===== config.mk =====
export PLATFORM = sky130hd
export DESIGN_NAME = quad_timer_counter_capture
export DESIGN_NICKNAME = d
export VERILOG_FILES = /design/src/include/qtc_pkg.sv /design/src/rtl/quad_timer_counter_capture.sv
export SDC_FILE = /design/constraint.sdc
export NUM_CORES = 1
export LEC_CHECK = 0
export ABC_AREA = 1
export BUFFER_PORTS_ARGS = -buffer_cell sky130_fd_sc_hd__buf_2
export CAP_MARGIN = 40
export CORE_MARGIN = 2
export CORE_UTILIZATION = 35
export DETAILED_ROUTE_END_ITERATION = 12
export PLACE_DENSITY = 0.51
export SYNTH_ARGS = -nofsm -noshare
export SYNTH_HDL_FRONTEND = slang
export SYNTH_SLANG_ARGS = --single-unit

===== constraint.sdc =====
create_clock -name aclk -period 2.4 [get_ports aclk]
set_input_delay 0.72 -clock aclk [delete_from_list [all_inputs] [get_ports aclk]]
set_output_delay 0.72 -clock aclk [all_outputs]
set_load 0.05 [all_outputs]

===== src/include/qtc_pkg.sv =====
`default_nettype none
package qtc_pkg;
  // --------
  // register map (byte addresses, one 32-bit word each)
  // --------
  localparam logic [3:0] REGION_MODE   = 4'h0; // 0x00..0x0c mode
  localparam logic [3:0] REGION_MATCH  = 4'h1; // 0x10..0x1c match
  localparam logic [3:0] REGION_COUNT  = 4'h3; // 0x30..0x3c count
  localparam logic [7:0] FLAG_OFS      = 8'h20; // w1c event flags
  localparam logic [7:0] EDGE_SEL_OFS  = 8'h24; // edge_select_reg
  localparam logic [7:0] PORT_FUNCTION_SELECT1_OFS      = 8'hf4; // port select 1
  localparam logic [7:0] PORT_FUNCTION_SELECT0_OFS      = 8'hf8; // port select 0
  localparam logic [7:0] REG_RESET     = 8'h00; // every register
  // --------
  // mode register fields
  // --------
  localparam int RESTART_BIT = 0; // count_restart
  localparam int RUN_BIT     = 1; // count_run
  localparam int SEL_LSB     = 2; // clock select low bit
  localparam int SEL_LO_MSB  = 4; // 3-bit select, units 0/2
  localparam int SEL_HI_MSB  = 3; // 2-bit select, units 1/3
  localparam int CAP_LO_BIT  = 5; // capture select, units 0/2
  localparam int CAP_HI_BIT  = 4; // capture select, units 1/3
  localparam int PWM_BIT     = 5; // pwm enable, units 1/3
  localparam int PAIR_BIT    = 6; // pair_a, units 1/3
  localparam logic [2:0] SEL_EXT     = 3'h7; // external events
  localparam logic [1:0] SEL_CASCADE = 2'h3; // use lower clock
  // --------
  // port select bits
  // --------
  localparam int PORT_FUNCTION_SELECT0_EVENT_BIT = 4; // bit 4 pin a, bit 5 pin b
  localparam int PORT_FUNCTION_SELECT1_CMP_BIT   = 0; // bit 0 unit 0, bit 1 unit 2
  // --------
  // prescaler: log2 of (2 x divide ratio) per select code
  // --------
  localparam int PRE_W = 12;
  localparam logic [1:0][7:0][3:0] DIV_LOG_LO = {
    {4'h0, 4'hb, 4'h9, 4'h7, 4'h5, 4'h4, 4'h3, 4'h2},
    {4'h0, 4'hc, 4'ha, 4'h8, 4'h6, 4'h4, 4'h3, 4'h2}};
  localparam logic [1:0][3:0][3:0] DIV_LOG_HI = {
    {4'h0, 4'h5, 4'h3, 4'h1},
    {4'h0, 4'h4, 4'h2, 4'h1}};
  // --------
  // bus responses
  // --------
  localparam logic [1:0] RESP_OKAY   = 2'h0;
  localparam logic [1:0] RESP_DECERR = 2'h3;
endpackage : qtc_pkg
`default_nettype wire


===== src/rtl/quad_timer_counter_capture.sv =====
// Behaviour
// RL1: four units, 8-bit count and match, tick increments
// RL2: plain mode needs capture, pair, pwm clear
// RL3: per-unit prescaler choices from clock select
// RL4: count equal match clears to zero, continues
// RL5: match sets unit match interrupt flag
// RL6: event pin a feeds unit 0, b unit 2
// RL7: event pins count only when port select set
// RL8: source keeps event edges at half clock rate
// RL9: match registers reset to zero
// RL10: interval is period x2 x ratio x (match+1)
// RL11: paired units form 16-bit timer, lower interrupt
// RL12: pairing needs upper select 11 and pair_a
// RL13: both pairs configured independently
// RL14: unit 0/2 match toggles compare output
// RL15: compare pin driven only when port select set
// RL16: capture mode chosen by unit capture select bit
// RL17: capture mode counts and matches like timer
// RL18: capture edge copies count, clears counter
// RL19: capture edge falling, rising or both
// RL20: capture edge also raises external interrupt
// RL21: capture mode reads capture at match address
// RL22: count_run low pauses and holds count
// RL23: restart one clears and runs, zero stops
// RL24: pin inputs synchronised and edge detected
//
// The AXI4-Lite register port was decided locally.
`timescale 1ns/100ps
`default_nettype none
module quad_timer_counter_capture (
  // clock and reset
  input  wire logic        aclk,
  input  wire logic        aresetn,
  // axi4-lite write address
  input  wire logic        awvalid,
  output logic             awready,
  input  wire logic [7:0]  awaddr,
  // axi4-lite write data
  input  wire logic        wvalid,
  output logic             wready,
  input  wire logic [31:0] wdata,
  input  wire logic [3:0]  wstrb,
  // axi4-lite write response
  output logic             bvalid,
  input  wire logic        bready,
  output logic [1:0]       bresp,
  // axi4-lite read address
  input  wire logic        arvalid,
  output logic             arready,
  input  wire logic [7:0]  araddr,
  // axi4-lite read data
  output logic             rvalid,
  input  wire logic        rready,
  output logic [31:0]      rdata,
  output logic [1:0]       rresp,
  // external event inputs
  input  wire logic        event_pin_a,
  input  wire logic        event_pin_b,
  // capture edge inputs, one per unit
  input  wire logic [3:0]  capture_pin,
  // compare outputs
  output logic             compare_pin_unit0,
  output logic             compare_out_enable_unit0,
  output logic             compare_pin_unit2,
  output logic             compare_out_enable_unit2,
  // interrupt requests
  output logic [3:0]       match_interrupt_flag,
  output logic [3:0]       capture_irq
);
  // --------
  // state
  // --------
  typedef struct packed {
    logic [3:0][7:0] mode;      // mode_reg_unit0..3
    logic [3:0][7:0] match;     // match_value_unit0..3
    logic [3:0][7:0] capv;      // capture_value_unit0..3
    logic [3:0][7:0] cnt;       // count registers
    logic [3:0]      mflag;     // match flags
    logic [3:0]      cflag;     // capture edge flags
    logic [7:0]      edge_sel;  // two bits per capture pin
    logic [7:0]      port_function_select0;      // port_function_select0
    logic [7:0]      port_function_select1;      // port_function_select1
    logic [qtc_pkg::PRE_W-1:0] pre; // free prescaler
    logic [1:0]      ev_s1;     // event sync stage 1
    logic [1:0]      ev_s2;     // event sync stage 2
    logic [1:0]      ev_s3;     // event previous level
    logic [3:0]      cp_s1;     // capture sync stage 1
    logic [3:0]      cp_s2;     // capture sync stage 2
    logic [3:0]      cp_s3;     // capture previous level
    logic [1:0]      cmp;       // compare output levels
    logic            aw_got;    // write address held
    logic [7:0]      awa;       // held write address
    logic            w_got;     // write data held
    logic [7:0]      wd;        // held write data
    logic            ws;        // held low-lane strobe
    logic            bv;        // write response pending
    logic [1:0]      br;        // write response code
    logic            rv;        // read data pending
    logic [7:0]      rd;        // read data
    logic [1:0]      rr;        // read response code
  } state_t;

  state_t q_reg;   // registered state
  state_t q_next;  // next state

  // --------
  // helpers
  // --------
  // one tick each time the low k prescaler bits are all ones
  function automatic logic tick_of(
    input logic [qtc_pkg::PRE_W-1:0] pre,
    input logic [3:0]                k);
    logic [qtc_pkg::PRE_W-1:0] m;
    m = qtc_pkg::PRE_W'((13'h0001 << k) - 13'h0001);
    return (pre & m) == m;
  endfunction : tick_of

  // --------
  // bus handshakes
  // --------
  // channels stall while a response waits
  assign awready = ~q_reg.aw_got & ~q_reg.bv;
  assign wready  = ~q_reg.w_got & ~q_reg.bv;
  assign arready = ~q_reg.rv;
  assign bvalid  = q_reg.bv;
  assign bresp   = q_reg.br;
  assign rvalid  = q_reg.rv;
  assign rresp   = q_reg.rr;
  assign rdata   = {24'h000000, q_reg.rd};

  // --------
  // pins
  // --------
  assign compare_pin_unit0 = q_reg.cmp[0];
  assign compare_pin_unit2 = q_reg.cmp[1];
  // pin driven only while port select enables it
  assign compare_out_enable_unit0 =
    q_reg.port_function_select1[qtc_pkg::PORT_FUNCTION_SELECT1_CMP_BIT]; // RL15
  assign compare_out_enable_unit2 =
    q_reg.port_function_select1[qtc_pkg::PORT_FUNCTION_SELECT1_CMP_BIT+1]; // RL15
  assign match_interrupt_flag = q_reg.mflag; // RL5
  assign capture_irq          = q_reg.cflag; // RL20

  // --------
  // next-state logic
  // --------
  always_comb begin
    logic [1:0]  ev_rise;   // event rising edges
    logic [3:0]  cp_edge;   // qualified capture edges
    logic [3:0]  mset;      // match events this cycle
    logic [3:0]  cset;      // capture events this cycle
    logic [3:0]  restart;   // restart written per unit
    logic [3:0]  mclr;      // match flags cleared
    logic [3:0]  cclr;      // capture flags cleared
    logic [1:0]  tk;        // ticks of lower, upper unit
    logic [1:0]  run;       // run state of lower, upper
    logic [1:0]  capm;      // capture mode lower, upper
    logic [2:0]  slo;       // lower unit clock select
    logic [1:0]  shi;       // upper unit clock select
    logic        paired;    // pair runs as 16 bits
    logic [15:0] c16;       // paired count
    logic        aw_now;    // address taken now
    logic        w_now;     // data taken now
    logic        do_wr;     // write performed now
    logic [7:0]  wa;        // write address
    logic [7:0]  wv;        // write value
    logic        we;        // write strobe
    logic [7:0]  ra;        // aligned read address
    int          lo;        // lower unit index
    int          u;         // unit index
    ev_rise = '0;
    cp_edge = '0;
    mset    = '0;
    cset    = '0;
    restart = '0;
    mclr    = '0;
    cclr    = '0;
    tk      = '0;
    run     = '0;
    capm    = '0;
    slo     = '0;
    shi     = '0;
    paired  = 1'b0;
    c16     = '0;
    lo      = 0;
    u       = 0;
    ra      = '0;
    q_next  = q_reg;
    // synchronisers and edge detect, edges from stage 2 only
    q_next.ev_s1 = {event_pin_b, event_pin_a}; // RL24
    q_next.ev_s2 = q_reg.ev_s1;
    q_next.ev_s3 = q_reg.ev_s2;
    q_next.cp_s1 = capture_pin; // RL24
    q_next.cp_s2 = q_reg.cp_s1;
    q_next.cp_s3 = q_reg.cp_s2;
    // one count per rising edge; needs edges at most clk/2
    ev_rise = q_reg.ev_s2 & ~q_reg.ev_s3; // RL6 RL8 RL24
    for (int i = 0; i < 4; i++) begin
      // bit 0 enables falling, bit 1 rising, both for 11
      cp_edge[i] =
        (q_reg.edge_sel[2*i] & q_reg.cp_s3[i]
          & ~q_reg.cp_s2[i]) |
        (q_reg.edge_sel[2*i+1] & ~q_reg.cp_s3[i]
          & q_reg.cp_s2[i]); // RL19
    end
    cset = cp_edge; // RL20
    // free-running prescaler shared by all units
    q_next.pre = q_reg.pre + 12'h001;
    // counting, one pair of units per pass
    for (int p = 0; p < 2; p++) begin
      lo  = 2 * p;
      slo = q_reg.mode[lo][qtc_pkg::SEL_LO_MSB:qtc_pkg::SEL_LSB];
      shi = q_reg.mode[lo+1][qtc_pkg::SEL_HI_MSB:qtc_pkg::SEL_LSB];
      // lower unit: external events or its own divider
      if (slo == qtc_pkg::SEL_EXT) begin
        tk[0] = ev_rise[p]
          & q_reg.port_function_select0[qtc_pkg::PORT_FUNCTION_SELECT0_EVENT_BIT+p]; // RL6 RL7
      end else begin
        tk[0] = tick_of(q_reg.pre,
          qtc_pkg::DIV_LOG_LO[p][slo]); // RL3 RL10
      end
      // upper unit: own divider or lower unit's clock
      if (shi == qtc_pkg::SEL_CASCADE) begin
        tk[1] = tk[0];
      end else begin
        tk[1] = tick_of(q_reg.pre,
          qtc_pkg::DIV_LOG_HI[p][shi]); // RL3 RL10
      end
      // counting needs both run and restart bits high
      run[0] = q_reg.mode[lo][qtc_pkg::RUN_BIT]
        & q_reg.mode[lo][qtc_pkg::RESTART_BIT]; // RL22 RL23
      run[1] = q_reg.mode[lo+1][qtc_pkg::RUN_BIT]
        & q_reg.mode[lo+1][qtc_pkg::RESTART_BIT]; // RL22 RL23
      capm[0] = q_reg.mode[lo][qtc_pkg::CAP_LO_BIT]; // RL16
      capm[1] = q_reg.mode[lo+1][qtc_pkg::CAP_HI_BIT]; // RL16
      paired = q_reg.mode[lo+1][qtc_pkg::PAIR_BIT]
        & (shi == qtc_pkg::SEL_CASCADE); // RL12 RL13
      if (paired) begin
        // 16-bit timer on the lower unit's clock and run bits
        c16 = {q_reg.cnt[lo+1], q_reg.cnt[lo]};
        if (tk[0] && run[0]) begin
          if (c16 == {q_reg.match[lo+1], q_reg.match[lo]}) begin
            c16 = '0; // RL11
            mset[lo] = 1'b1; // RL11
            q_next.cmp[p] = ~q_reg.cmp[p]; // RL14
          end else begin
            c16 = c16 + 16'h0001; // RL11
          end
        end
        {q_next.cnt[lo+1], q_next.cnt[lo]} = c16;
      end else begin
        for (int h = 0; h < 2; h++) begin
          u = lo + h;
          // upper unit in pwm mode is not a timer here
          if (h == 0 || !q_reg.mode[u][qtc_pkg::PWM_BIT]) begin // RL2
            if (capm[h] && cp_edge[u]) begin
              // capture then clear, capture wins over tick
              q_next.capv[u] = q_reg.cnt[u]; // RL18
              q_next.cnt[u]  = '0; // RL18
            end else if (tk[h] && run[h]) begin
              if (q_reg.cnt[u] == q_reg.match[u]) begin
                q_next.cnt[u] = '0; // RL4 RL17
                mset[u] = 1'b1; // RL5 RL17
                if (h == 0) begin
                  q_next.cmp[p] = ~q_reg.cmp[p]; // RL14
                end
              end else begin
                q_next.cnt[u] = 8'(q_reg.cnt[u] + 8'h01); // RL1
              end
            end
          end
        end
      end
    end
    // bus write
    aw_now = awvalid & awready;
    w_now  = wvalid & wready;
    wa = q_reg.aw_got ? q_reg.awa : awaddr;
    wv = q_reg.w_got ? q_reg.wd : wdata[7:0];
    we = q_reg.w_got ? q_reg.ws : wstrb[0];
    do_wr = (q_reg.aw_got | aw_now) & (q_reg.w_got | w_now);
    if (aw_now) begin
      q_next.aw_got = 1'b1;
      q_next.awa    = awaddr;
    end
    if (w_now) begin
      q_next.w_got = 1'b1;
      q_next.wd    = wdata[7:0];
      q_next.ws    = wstrb[0];
    end
    if (do_wr) begin
      // both halves present: perform and answer
      q_next.aw_got = 1'b0;
      q_next.w_got  = 1'b0;
      q_next.bv     = 1'b1;
      q_next.br     = qtc_pkg::RESP_OKAY;
      wa = {wa[7:2], 2'b00};
      unique case (wa[7:4])
        qtc_pkg::REGION_MODE: begin
          if (we) begin
            q_next.mode[wa[3:2]] = wv;
            // a one clears the count, a zero stops it
            restart[wa[3:2]] = wv[qtc_pkg::RESTART_BIT]; // RL23
          end
        end
        qtc_pkg::REGION_MATCH: begin
          if (we) q_next.match[wa[3:2]] = wv;
        end
        qtc_pkg::REGION_COUNT: begin
          // counts are read only
        end
        default: begin
          if (wa == qtc_pkg::FLAG_OFS) begin
            mclr = we ? wv[3:0] : 4'h0;
            cclr = we ? wv[7:4] : 4'h0;
          end else if (wa == qtc_pkg::EDGE_SEL_OFS) begin
            if (we) q_next.edge_sel = wv;
          end else if (wa == qtc_pkg::PORT_FUNCTION_SELECT1_OFS) begin
            if (we) q_next.port_function_select1 = wv;
          end else if (wa == qtc_pkg::PORT_FUNCTION_SELECT0_OFS) begin
            if (we) q_next.port_function_select0 = wv;
          end else begin
            q_next.br = qtc_pkg::RESP_DECERR;
          end
        end
      endcase
    end
    if (q_reg.bv && bready) begin
      q_next.bv = 1'b0;
    end
    // restart clears after counting so it always wins
    for (int i = 0; i < 4; i++) begin
      if (restart[i]) begin
        q_next.cnt[i] = '0; // RL23
      end
    end
    // lower unit restart clears a whole 16-bit pair
    for (int p = 0; p < 2; p++) begin
      if (restart[2*p] && q_reg.mode[2*p+1][qtc_pkg::PAIR_BIT]
          && q_reg.mode[2*p+1][qtc_pkg::SEL_HI_MSB:
                              qtc_pkg::SEL_LSB]
             == qtc_pkg::SEL_CASCADE) begin
        q_next.cnt[2*p+1] = '0; // RL11 RL23
      end
    end
    // flags: a new event beats a clear in the same cycle
    q_next.mflag = (q_reg.mflag & ~mclr) | mset; // RL5
    q_next.cflag = (q_reg.cflag & ~cclr) | cset; // RL20
    // bus read
    if (arvalid && arready) begin
      ra = {araddr[7:2], 2'b00};
      q_next.rv = 1'b1;
      q_next.rr = qtc_pkg::RESP_OKAY;
      q_next.rd = '0;
      unique case (ra[7:4])
        qtc_pkg::REGION_MODE: begin
          q_next.rd = q_reg.mode[ra[3:2]];
        end
        qtc_pkg::REGION_MATCH: begin
          // capture mode opens the capture register here
          u = int'(ra[3:2]);
          q_next.rd = q_reg.mode[u][(u % 2 == 0) ?
            qtc_pkg::CAP_LO_BIT : qtc_pkg::CAP_HI_BIT]
            ? q_reg.capv[u] : q_reg.match[u]; // RL21
        end
        qtc_pkg::REGION_COUNT: begin
          q_next.rd = q_reg.cnt[ra[3:2]];
        end
        default: begin
          if (ra == qtc_pkg::FLAG_OFS) begin
            q_next.rd = {q_reg.cflag, q_reg.mflag};
          end else if (ra == qtc_pkg::EDGE_SEL_OFS) begin
            q_next.rd = q_reg.edge_sel;
          end else if (ra == qtc_pkg::PORT_FUNCTION_SELECT1_OFS) begin
            q_next.rd = q_reg.port_function_select1;
          end else if (ra == qtc_pkg::PORT_FUNCTION_SELECT0_OFS) begin
            q_next.rd = q_reg.port_function_select0;
          end else begin
            q_next.rr = qtc_pkg::RESP_DECERR;
          end
        end
      endcase
    end else if (q_reg.rv && rready) begin
      q_next.rv = 1'b0;
    end
  end

  // --------
  // state register
  // --------
  // synchronous reset clears all state, match registers included
  always_ff @(posedge aclk) begin
    if (!aresetn) begin
      q_reg <= '0; // RL9
    end else begin
      q_reg <= q_next;
    end
  end
endmodule : quad_timer_counter_capture
`default_nettype wire


# Word level (Yosys, flattened, before mapping)
# Memories as Yosys holds them, arrays and structs flattened. A register that Yosys moved wholly into a read port is not among the register bits.
# Index checks and enable logic that the tools add are counted.
# word_totals
romBits,64
elab_cells,339
ff_bits,225
output_inout_bits,53
inputBits,65
mem_count,2
# op_classes
magnitude_cmp,9
n_bitwise,71
eq_ne,34
n_reduce_logical,49
n_addsub,11
shift,4
muxes,119
# memory_table
name,words,word_bits,rd,rd_ports_with_merged_regs,wr,line,source
(name not given),8,4,1,1,0,quad_timer_counter_capture.sv:220,qtc_pkg::DIV_LOG_LO[p][slo]);
(name not given),8,4,1,1,0,quad_timer_counter_capture.sv:220,
# op_table
operator,n
two-way mux 8 bit,27
two-way mux 16 bit,6
binary-select mux 8 bit (select 2 bit),4
bitwise mux 32 bit,2
two-way mux 4 bit,15
AND 12 bit,4
equality test 12 bit,4
"left shift 1 x 4 -> 12 bit, first input constant",4
"subtractor 12 x 1 -> 12 bit, second input constant",4
two-way mux 1 bit,45
"adder 16 x 1 -> 16 bit, second input constant",2
"adder 8 x 1 -> 8 bit, second input constant",4
equality test 16 bit,2
equality test 8 bit,4
zero test 32 bit,1
AND 1 bit,29
"equality test 6 x 4 -> 1 bit, second input constant",4
"equality test 6 bit, second input constant",4
case mux 8 bit (3 select lines),1
NOT 1 bit,23
two-way mux 2 bit,10
AND reduction 3 bit,6
binary-select mux 4 bit (select 2 bit),2
demux 8 bit (select 2 bit),1
other kinds (30),89

# Longest topological paths before layout
# Gate-level depths: netlist of run 1.
# logic_depth
word_depth,14
ltp_mapped,19
depth_no_buf,16

# Worst setup path after synthesis of run 1
# Ideal clock, no wire load.
# synth_timing
kind,flip-flop to flip-flop
startpoint,"register q_reg, in the netlist bvalid"
endpoint,register with a tool-made name
n_path_buf,1
path_slack_ns,-0.371
arrival_time_ns,2.655
required_ns,2.284
synth_period_minus_slack_ns,2.771
setup_time_ns,0.116
stages_incl_launch_ff,16
cell_sequence,dfxtp_1 nor2_2 nand2_2 clkinv_2 nor2_1 nor2_2 nand2_2 nor2_4 nand2_2 buf_6 o21ai_1 a21oi_2 inv_1 ha_1 inv_1 nor2_1
# synth_lines
element,line,source
"start, declared",quad_timer_counter_capture.sv:103,state_t q_reg;
"start signal, assigned",quad_timer_counter_capture.sv:396,q_reg <= q_next;

==> flow_results.org, run 1 <==
** Outcome
- Outcome :: finished clean

** Floorplan
- The die covers 38300 um^2.
- Width of the chip :: 196 um
- Floorplan row count :: 70
- Floorplan core area :: 36400 um^2
- Pin placement for this block handled 118 I/O pins.
- Starting density of the core :: 0.353
- In this run the vertical extent of the chip is 196 um.

** GRT
- Across every metal layer, demand over resource in global routing totals 0.223.
- The initial antenna violation count was 0.
- For met1 alone, demand over resource in global routing was 0.309.
- In the global route stage, met3 resource usage came out at 0.0261.
- Most utilized layer in the global route result :: met2
- Total congestion overflow after global routing :: 0
- Global-route wire length before repair :: 67.4 mm
- The number of global-route vias before repair came to 12.0k.
- Pin count of the biggest net entering global routing :: 55
- M2 GR Usage :: 0.363

** Logic synthesis
- Summing every instance area after synthesis gives 12900 um^2.
- Synthesized area per cell :: 6.78 um^2
- sky130_fd_sc_hd__nand2_1 is the most common cell in the netlist.
- Yosys mapped a number of flops with a built-in enable equal to 0.
- Most common flop cell mapped by yosys :: sky130_fd_sc_hd__dfxtp_1
- Counting distinct cell types in the post-synthesis netlist gives 54.
- Synth warnings :: 0
- The share of synthesized area in the top cell type comes to 0.356.
- By count the netlist is led by sky130_fd_sc_hd__nand2_1 (368), sky130_fd_sc_hd__inv_1 (241), sky130_fd_sc_hd__dfxtp_1 (229).
- For this run, asynchronously set or reset flops after synthesis account for 0.
- Counting flops and latches in the post-synthesis netlist gives 229.
- Synthesis handed over a netlist of 1899 instances.
- Portion of the post-synthesis area used by sequential elements :: 0.356
- Ranked by total cell area, the synthesized netlist is headed by sky130_fd_sc_hd__dfxtp_1 (36%), sky130_fd_sc_hd__nand2_1 (11%), sky130_fd_sc_hd__a21oi_1 (8.1%).
- Yosys top cell by area :: sky130_fd_sc_hd__dfxtp_1

** Worst setup path
- Of all nets on the critical path, the largest fanout is 5.
- Cells on worst reg2reg path :: 15
- For the worst setup path, the data arrival time is 2790 ps.
- Critical path's slowest cell :: sky130_fd_sc_hd__dfxtp_1
- CP peak stage delay :: 320 ps
- Worst Setup Path Type :: register to register
- The most numerous cell type found on the critical path is sky130_fd_sc_hd__nand3_1.
- The worst setup path is captured at a register.
- Cell chain of the critical path :: nor2_2 -> nand3_1 -> ha_2 -> or2_2 -> nand3_1 -> nor2_1 -> nand2_1 -> nor2_1 -> nand3_2 -> nand3_1 -> nand2_2 -> buf_4 -> nor2_2 -> nand2_1 -> a21oi_1
- Data on the critical path is required at its endpoint by 2890 ps.
- Kind of start point of the critical path :: register

** Finish
- For this run, the post-layout net count is 2138.
- After routing the design area is 15400 um^2.
- Largest register FFs :: 185
- Number of diodes added for antenna fixing :: 0
- Layout cell share with drive strength beyond 1 :: 0.164
- Area delta synth->final :: 19.7%
- Post-layout util :: 0.423

** Hold path
- Hold crit path type :: input pin to register
- In this run the most critical hold path is launched from bready.
- Cells on Worst Hold Path :: 2

** Drt
- Average wire per standard cell :: 16.9 um
- In this run the remaining antenna-violating nets after routing total 0.
- Across all layers, the routed design uses 12.8k vias.
- The detailed router finished its first iteration with 765 violations.
- Dividing the detail-routed via count by the number of cells gives 5.04.
- Detailed-route DRC error count :: 0
- The first TritonRoute pass finished after 9 iterations.
- For this block, the routed nets add up to 42.9 mm of wire.

** Place
- Cell area after placement :: 14500 um^2
- During placement, the flow inserted port buffers numbering 62.
- Dpl hpwl :: 32.6 mm
- RePlAce Congestion :: 0.865

** Power
- For this design the static power due to leakage is 6.35 nW.
- VDD sags by at most 0.000598 V.
- Overall power consumption after layout is estimated at 9.46 mW.
- Power spread over the standard cell area amounts to 614 nW/um^2.

** Clocking
- Total CTS buffers :: 27
- Post-CTS Hold Buffers :: 0
- Clock-pin slew was measured on the worst setup and hold paths at 60 ps.
- Sink Count :: 229
- H-tree levels :: 1
- Root Driver :: sky130_fd_sc_hd__clkbuf_16
- TritonCTS built the clock tree.
- In this run the deepest clock path goes through 3 buffers.
- Latest clock arrival within the worst-skew pair :: 570 ps

** STA
- Final Hold Fails :: 0
- Share of the clock period used by the worst path after layout :: 0.960
- Max transition margin :: 0.578
- Setup violations remaining at the end of the flow were counted as 0.
- Post-route minimum period :: 2300 ps
- For the pin with the worst max-slew slack, the measured transition is 632 ps.
- Final clock skew :: 20.3 ps
- Timing would allow up to 434 MHz.
- RSZ-0062 raised after global routing :: true
- Final max-slew violation count :: 0

** Run
- The tool flagged a number of max-cap violations equal to 0.
==> cells by family (layout without fill, tap and decap cells) <==
logic type               after synthesis  after routing  share of synthesized area
AND/OR/NAND/NOR                      720            720                      0.245
buffers and inverters                380            527                      0.128
XOR/XNOR                              49             49                     0.0333
adder cells (fa/ha/maj)               22             22                     0.0214
other                                  1             24                   0.000291
AO/OA/AOI/OAI                        498            498                      0.216
flip-flops                           229            229                      0.356
==> metal layers <==
metal,wire length [um],up-vias,part of all wire
li1,-,6521,-
met1,20200,5947,0.47
met2,19500,260,0.46
met5,0,-,0
met3,1810,68,0.042
met4,1340,0,0.031
==> repair_timing <==
action                     in CTS  in global routing
setup buffers                   0                  2
setup endpoints to repair      17                 58
pin swaps                       0                  6
resized for setup               1                 23
cloned                          0                  0
==> per-stage QoR <==
step           instances  hold WS, ps  TNS (ps)  setup slack [ps]
2_1_floorplan       1922          390         0             0.116
3_3_place_gp        2487          394     -3060              -295
3_5_place_dp        2488          400     -2000              -122
4_1_cts             2535          304         0              6.58
5_1_grt             2537          326      -441             -68.4
6_report            2537          330         0              95.3
==> cells in the final DEF, fill, tap and decap left out, types with 5 or more instances in the layout <==
cell type	n
sky130_fd_sc_hd__nand2_1	364
sky130_fd_sc_hd__inv_1	241
sky130_fd_sc_hd__dfxtp_1	226
sky130_fd_sc_hd__a21oi_1	208
sky130_fd_sc_hd__o21ai_0	185
sky130_fd_sc_hd__buf_4	157
sky130_fd_sc_hd__nand3_1	127
sky130_fd_sc_hd__nor2_1	126
sky130_fd_sc_hd__buf_2	61
sky130_fd_sc_hd__xor2_1	45
sky130_fd_sc_hd__clkbuf_16	27
sky130_fd_sc_hd__o221ai_1	26
sky130_fd_sc_hd__nand4_1	25
sky130_fd_sc_hd__conb_1	24
sky130_fd_sc_hd__nor3_1	23
sky130_fd_sc_hd__ha_1	20
sky130_fd_sc_hd__o21ai_1	13
sky130_fd_sc_hd__nor2_2	11
sky130_fd_sc_hd__nand2_2	11
sky130_fd_sc_hd__o31ai_1	9
sky130_fd_sc_hd__a211oi_1	9
sky130_fd_sc_hd__inv_2	8
sky130_fd_sc_hd__o22ai_1	8
sky130_fd_sc_hd__nor2_4	7
sky130_fd_sc_hd__clkinv_2	7
sky130_fd_sc_hd__a221oi_1	6
sky130_fd_sc_hd__clkbuf_1	6
sky130_fd_sc_hd__o21ai_2	5
sky130_fd_sc_hd__o21a_1	5
sky130_fd_sc_hd__clkinv_1	5
sky130_fd_sc_hd__nand3_2	5
sky130_fd_sc_hd__clkbuf_8	5
sky130_fd_sc_hd__buf_12	5
==> worst max-delay path: cells and delay by family, from the launching register on <==
kind | cells | cell delay (ps)
AOI/OAI and AO/OA | 1 | 130
and+or+nand+nor | 12 | 1290
DFF | 1 | 320
buffers and inverters | 1 | 190
adders and majority gates | 1 | 310
==> power breakdown <==
group | switching (mW) | internal, mW | total, mW | leakage, nW
clock | 1.70 | 2.33 | 4.03 | 0.420
sequential | 0.0667 | 3.90 | 3.96 | 1.85
combinational | 1.04 | 0.428 | 1.47 | 4.07
total | 2.81 | 6.66 | 9.46 | 6.35
==> path summary, 6_finish.rpt <==
| kind | slack, ps | to |
|---|---|---|
| worst min-delay path | 330 | bvalid |
| worst max register to register | 100 | match_interrupt_flag[1] |
| worst min register to register | 410 | q_next[37] |
| worst max-delay path | 100 | match_interrupt_flag[1] |
==> layout make-up <==
| type | count | area (um^2) |
|---|---|---|
| fillers | 3869 | 21000 |
| multi-input cells | 1313 | 6810 |
| flip-flops and latches | 229 | 4590 |
| repair buffers | 224 | 1600 |
| inverters | 256 | 963 |
| clock buffers | 38 | 767 |
| well taps | 468 | 586 |
| clock inverters | 9 | 90.1 |
No activity file was read; power rests on OpenSTA's default activity.
==> run 2: changes to the inputs <==
CORE_ASPECT_RATIO = 1.2   (was not set)
==> run 2 against run 1 <==
Against the previous run:
- largest power group unchanged
- highest routed layer is now met5
- first-iteration DRC count grew 3.1%
- critical path type unchanged
- global-route usage shrank 0.20 points
- via count shrank 0.30%
==> flow_results.org, run 2 (synthesis results as in run 1) <==
** Finish
- Post-layout util :: 0.429 (was 0.423)
- Most common cell after layout, fill and taps aside :: sky130_fd_sc_hd__nand2_1 (unchanged)
- Layout cell share with drive strength beyond 1 :: 0.166 (was 0.164)
- The summed area of non-filler cells in the final layout came to 15500 um^2 (was 15400 um^2).
- The antenna diode instance count is 0 (unchanged).
- The number of fill cells was 3763 (was 3869).
- The flip-flop count of the largest register after layout came to 185 (unchanged).
- Commonest cells after routing, fill and taps aside :: sky130_fd_sc_hd__nand2_1 (364), sky130_fd_sc_hd__inv_1 (241), sky130_fd_sc_hd__dfxtp_1 (226) (unchanged)
- Area delta synth->final :: 20.2% (was 19.7%)
- The count of nets after finishing came to 2137 (was 2138).

** Worst setup path
- Critical Path AT :: 2740 ps (was 2790 ps)
- The critical path capture point type is a register (unchanged).
- CP peak stage delay :: 320 ps (about the same)
- Critical Path RT :: 2900 ps (was 2890 ps)
- The startpoint kind of the worst setup timing path is a register (unchanged).
- The register-to-register setup slack is 160 ps (was 100 ps).
- The cell with the largest stage delay on the worst path was sky130_fd_sc_hd__dfxtp_1 (unchanged).
- Peak fanout along the critical path :: 5 (unchanged)
- The critical path class is register to register (unchanged).
- Cell chain of the critical path :: nor2_2 -> nand3_1 -> ha_2 -> or2_2 -> nand3_1 -> nor2_1 -> nand2_1 -> nor2_1 -> nand3_2 -> nand3_2 -> nand2_4 -> buf_4 -> nor2_2 -> nand2_1 -> a21oi_1 (was nor2_2 -> nand3_1 -> ha_2 -> or2_2 -> nand3_1 -> nor2_1 -> nand2_1 -> nor2_1 -> nand3_2 -> nand3_1 -> nand2_2 -> buf_4 -> nor2_2 -> nand2_1 -> a21oi_1)

** Floorplan
- Starting density of the core :: 0.357 (was 0.353)
- Ports :: 118 (unchanged)
- Floorplan row count :: 76 (was 70)
- Width of the chip :: 179 um (was 196 um)
- Die height :: 214 um (was 196 um)
- The core region area came to 36000 um^2 (was 36400 um^2).
- Die Outline Area :: 38300 um^2 (about the same)

** STA
- The final setup violation count is 0 (unchanged).
- The worst slew slack as a fraction of its limit was 0.618 (was 0.578).
- Least-Margin Pin Slew :: 571 ps (was 632 ps)
- Final Hold Fails :: 0 (unchanged)
- Max Clk Rate :: 446 MHz (was 434 MHz)
- The maximum clock skew at final layout was 26.2 ps (was 20.3 ps).
- The setup slack of the critical path after layout was 160 ps (was 95.3 ps).
- Share of the clock period used by the worst path after layout :: 0.933 (was 0.960)
- The number of pins exceeding their max-slew limit in the final report came to 0 (unchanged).
- Post-route minimum period :: 2240 ps (was 2300 ps)

** Drt
- Detailed-route DRC error count :: 0 (unchanged)
- The final routed wire length divided by cell count came to 16.7 um (was 16.9 um).
- Detailed-router iteration count before antenna repair :: 5 (was 9)
- The total vias in the final route is 12.8k (about the same).
- Antenna violation net count after detailed routing :: 0 (unchanged)
- Routed Wire Length :: 42.3 mm (was 42.9 mm)
- Mean number of vias per cell :: 5.03 (was 5.04)
- The violation count after the first detailed-routing iteration is 789 (was 765).

** GRT
- The total global routing track utilization came to 0.221 (was 0.223).
- Pin count of the biggest net entering global routing :: 55 (unchanged)
- Number of antenna violations at the first check in global routing :: 1 (was 0)
- The overflow left after global routing is 0 (unchanged).
- Via count of the first global-routing pass :: 12.2k (was 12.0k)
- The wire length of the first global-routing pass was 66.8 mm (was 67.4 mm).

** Clocking
- The cell at the root of the clock tree is sky130_fd_sc_hd__clkbuf_16 (unchanged).
- Clock tree from TritonCTS :: yes (unchanged)
- The worst-skew pair later-pin latency was 560 ps (was 570 ps).
- H-tree levels :: 1 (unchanged)
- Total CTS buffers :: 27 (unchanged)
- The maximum clock insertion buffer count was 3 (unchanged).
- The hold buffer count at CTS came to 0 (unchanged).
- Clk slew on worst S/H paths :: 60 ps (about the same)
- Sink Count :: 229 (unchanged)

** Place
- The worst setup slack before clock tree synthesis was -79.2 ps (was -122 ps).
- Count of buffers inserted at the top-level ports :: 62 (unchanged)
- Cell area after placement :: 14400 um^2 (was 14500 um^2)
- The half-perimeter wire length of the detailed placement result is 32.4 mm (was 32.6 mm).
- The placer congestion estimate was 0.916 (was 0.865).

** Power
- Worst vdd rail ir drop :: 0.000554 V (was 0.000598 V)
- The power density relative to cell area came to 628 nW/um^2 (was 614 nW/um^2).
- Net switching power of the design :: 2.79 mW (was 2.81 mW)
- Logic gate share of total power :: 0.150 (was 0.155)
- The internal portion of total power was 6.91 mW (was 6.66 mW).
- The relative contribution of the clock network to total power was 0.442 (was 0.426).
- The switching share of power was 0.288 (was 0.297).
- Reg power frac :: 0.408 (was 0.419)
- Leak pwr :: 6.38 nW (was 6.35 nW)

** Run
- MaxCap Viol Count :: 0 (unchanged)

** Hold path
- Hold crit path type :: input pin to register (unchanged)

** Outcome
- Outcome: finished clean (unchanged).
run 2: area by class of cell:
type                    instances  area [um^2]  area share
repair buffers                223         1550       0.100
clock buffers                  34          773      0.0500
flip-flops and latches        229         4590       0.297
clock inverters                14          154     0.00995
inverters                     256          963      0.0623
well taps                     468          586      0.0379
multi-input cells            1313         6850       0.443
run 2: worst paths after layout:
| kind | end | startpoint | cells past startpoint |
|---|---|---|---|
| min | bvalid | bready | 2 |
| max | match_interrupt_flag[1] | register | 15 |
| max reg2reg | match_interrupt_flag[1] | register | 15 |
| min reg2reg | q_next[47] | q_next[49] | 2 |
run 2: stage by stage:
stage                     setup TNS (ps)  total power, mW  hold WS, ps  std cells
final                                  0             9.71          326       2537
after global routing               -2.60             10.1          315       2537
after CTS                              0             9.79          301       2533
after detailed placement            -336             5.49          395       2485
after global placement             -1940             5.47          393       2484
after floorplan                        0             4.96          390       1922
run 2: per-layer routing:
metal | wire [um] | GRT usage | up-vias | share of wire
met4 | 1700 | 0.0878 | 2 | 0.040
met5 | 13 | 0 | - | 0.00031
met2 | 20400 | 0.374 | 295 | 0.48
li1 | - | - | 6510 | -
met1 | 18100 | 0.281 | 5864 | 0.43
met3 | 2070 | 0.0301 | 87 | 0.049
run 2: repair_timing:
action                     4_1_cts  5_1_grt
setup buffers                    0        3
gates cloned                     0        1
setup endpoints to repair        8       49
gates resized for setup          1       28
pin swaps                        0        5
run 2: power groups by stage:
stage                     Combinational [mW]  Clock (mW)  Sequential [mW]
after global placement                  1.44           0             4.04
after floorplan                        0.925           0             4.04
after global routing                    1.59        4.54             3.97
after CTS                               1.45        4.38             3.96
after detailed placement                1.45           0             4.04
final                                   1.46        4.29             3.96
run 2: worst max-delay path: cells and delay by family, from the launching register on:
| kind | cells | cell delay (ps) |
|---|---|---|
| compound gates | 1 | 120 |
| fa+ha+maj | 1 | 320 |
| buf+inv | 1 | 170 |
| flops | 1 | 320 |
| simple gates | 12 | 1270 |
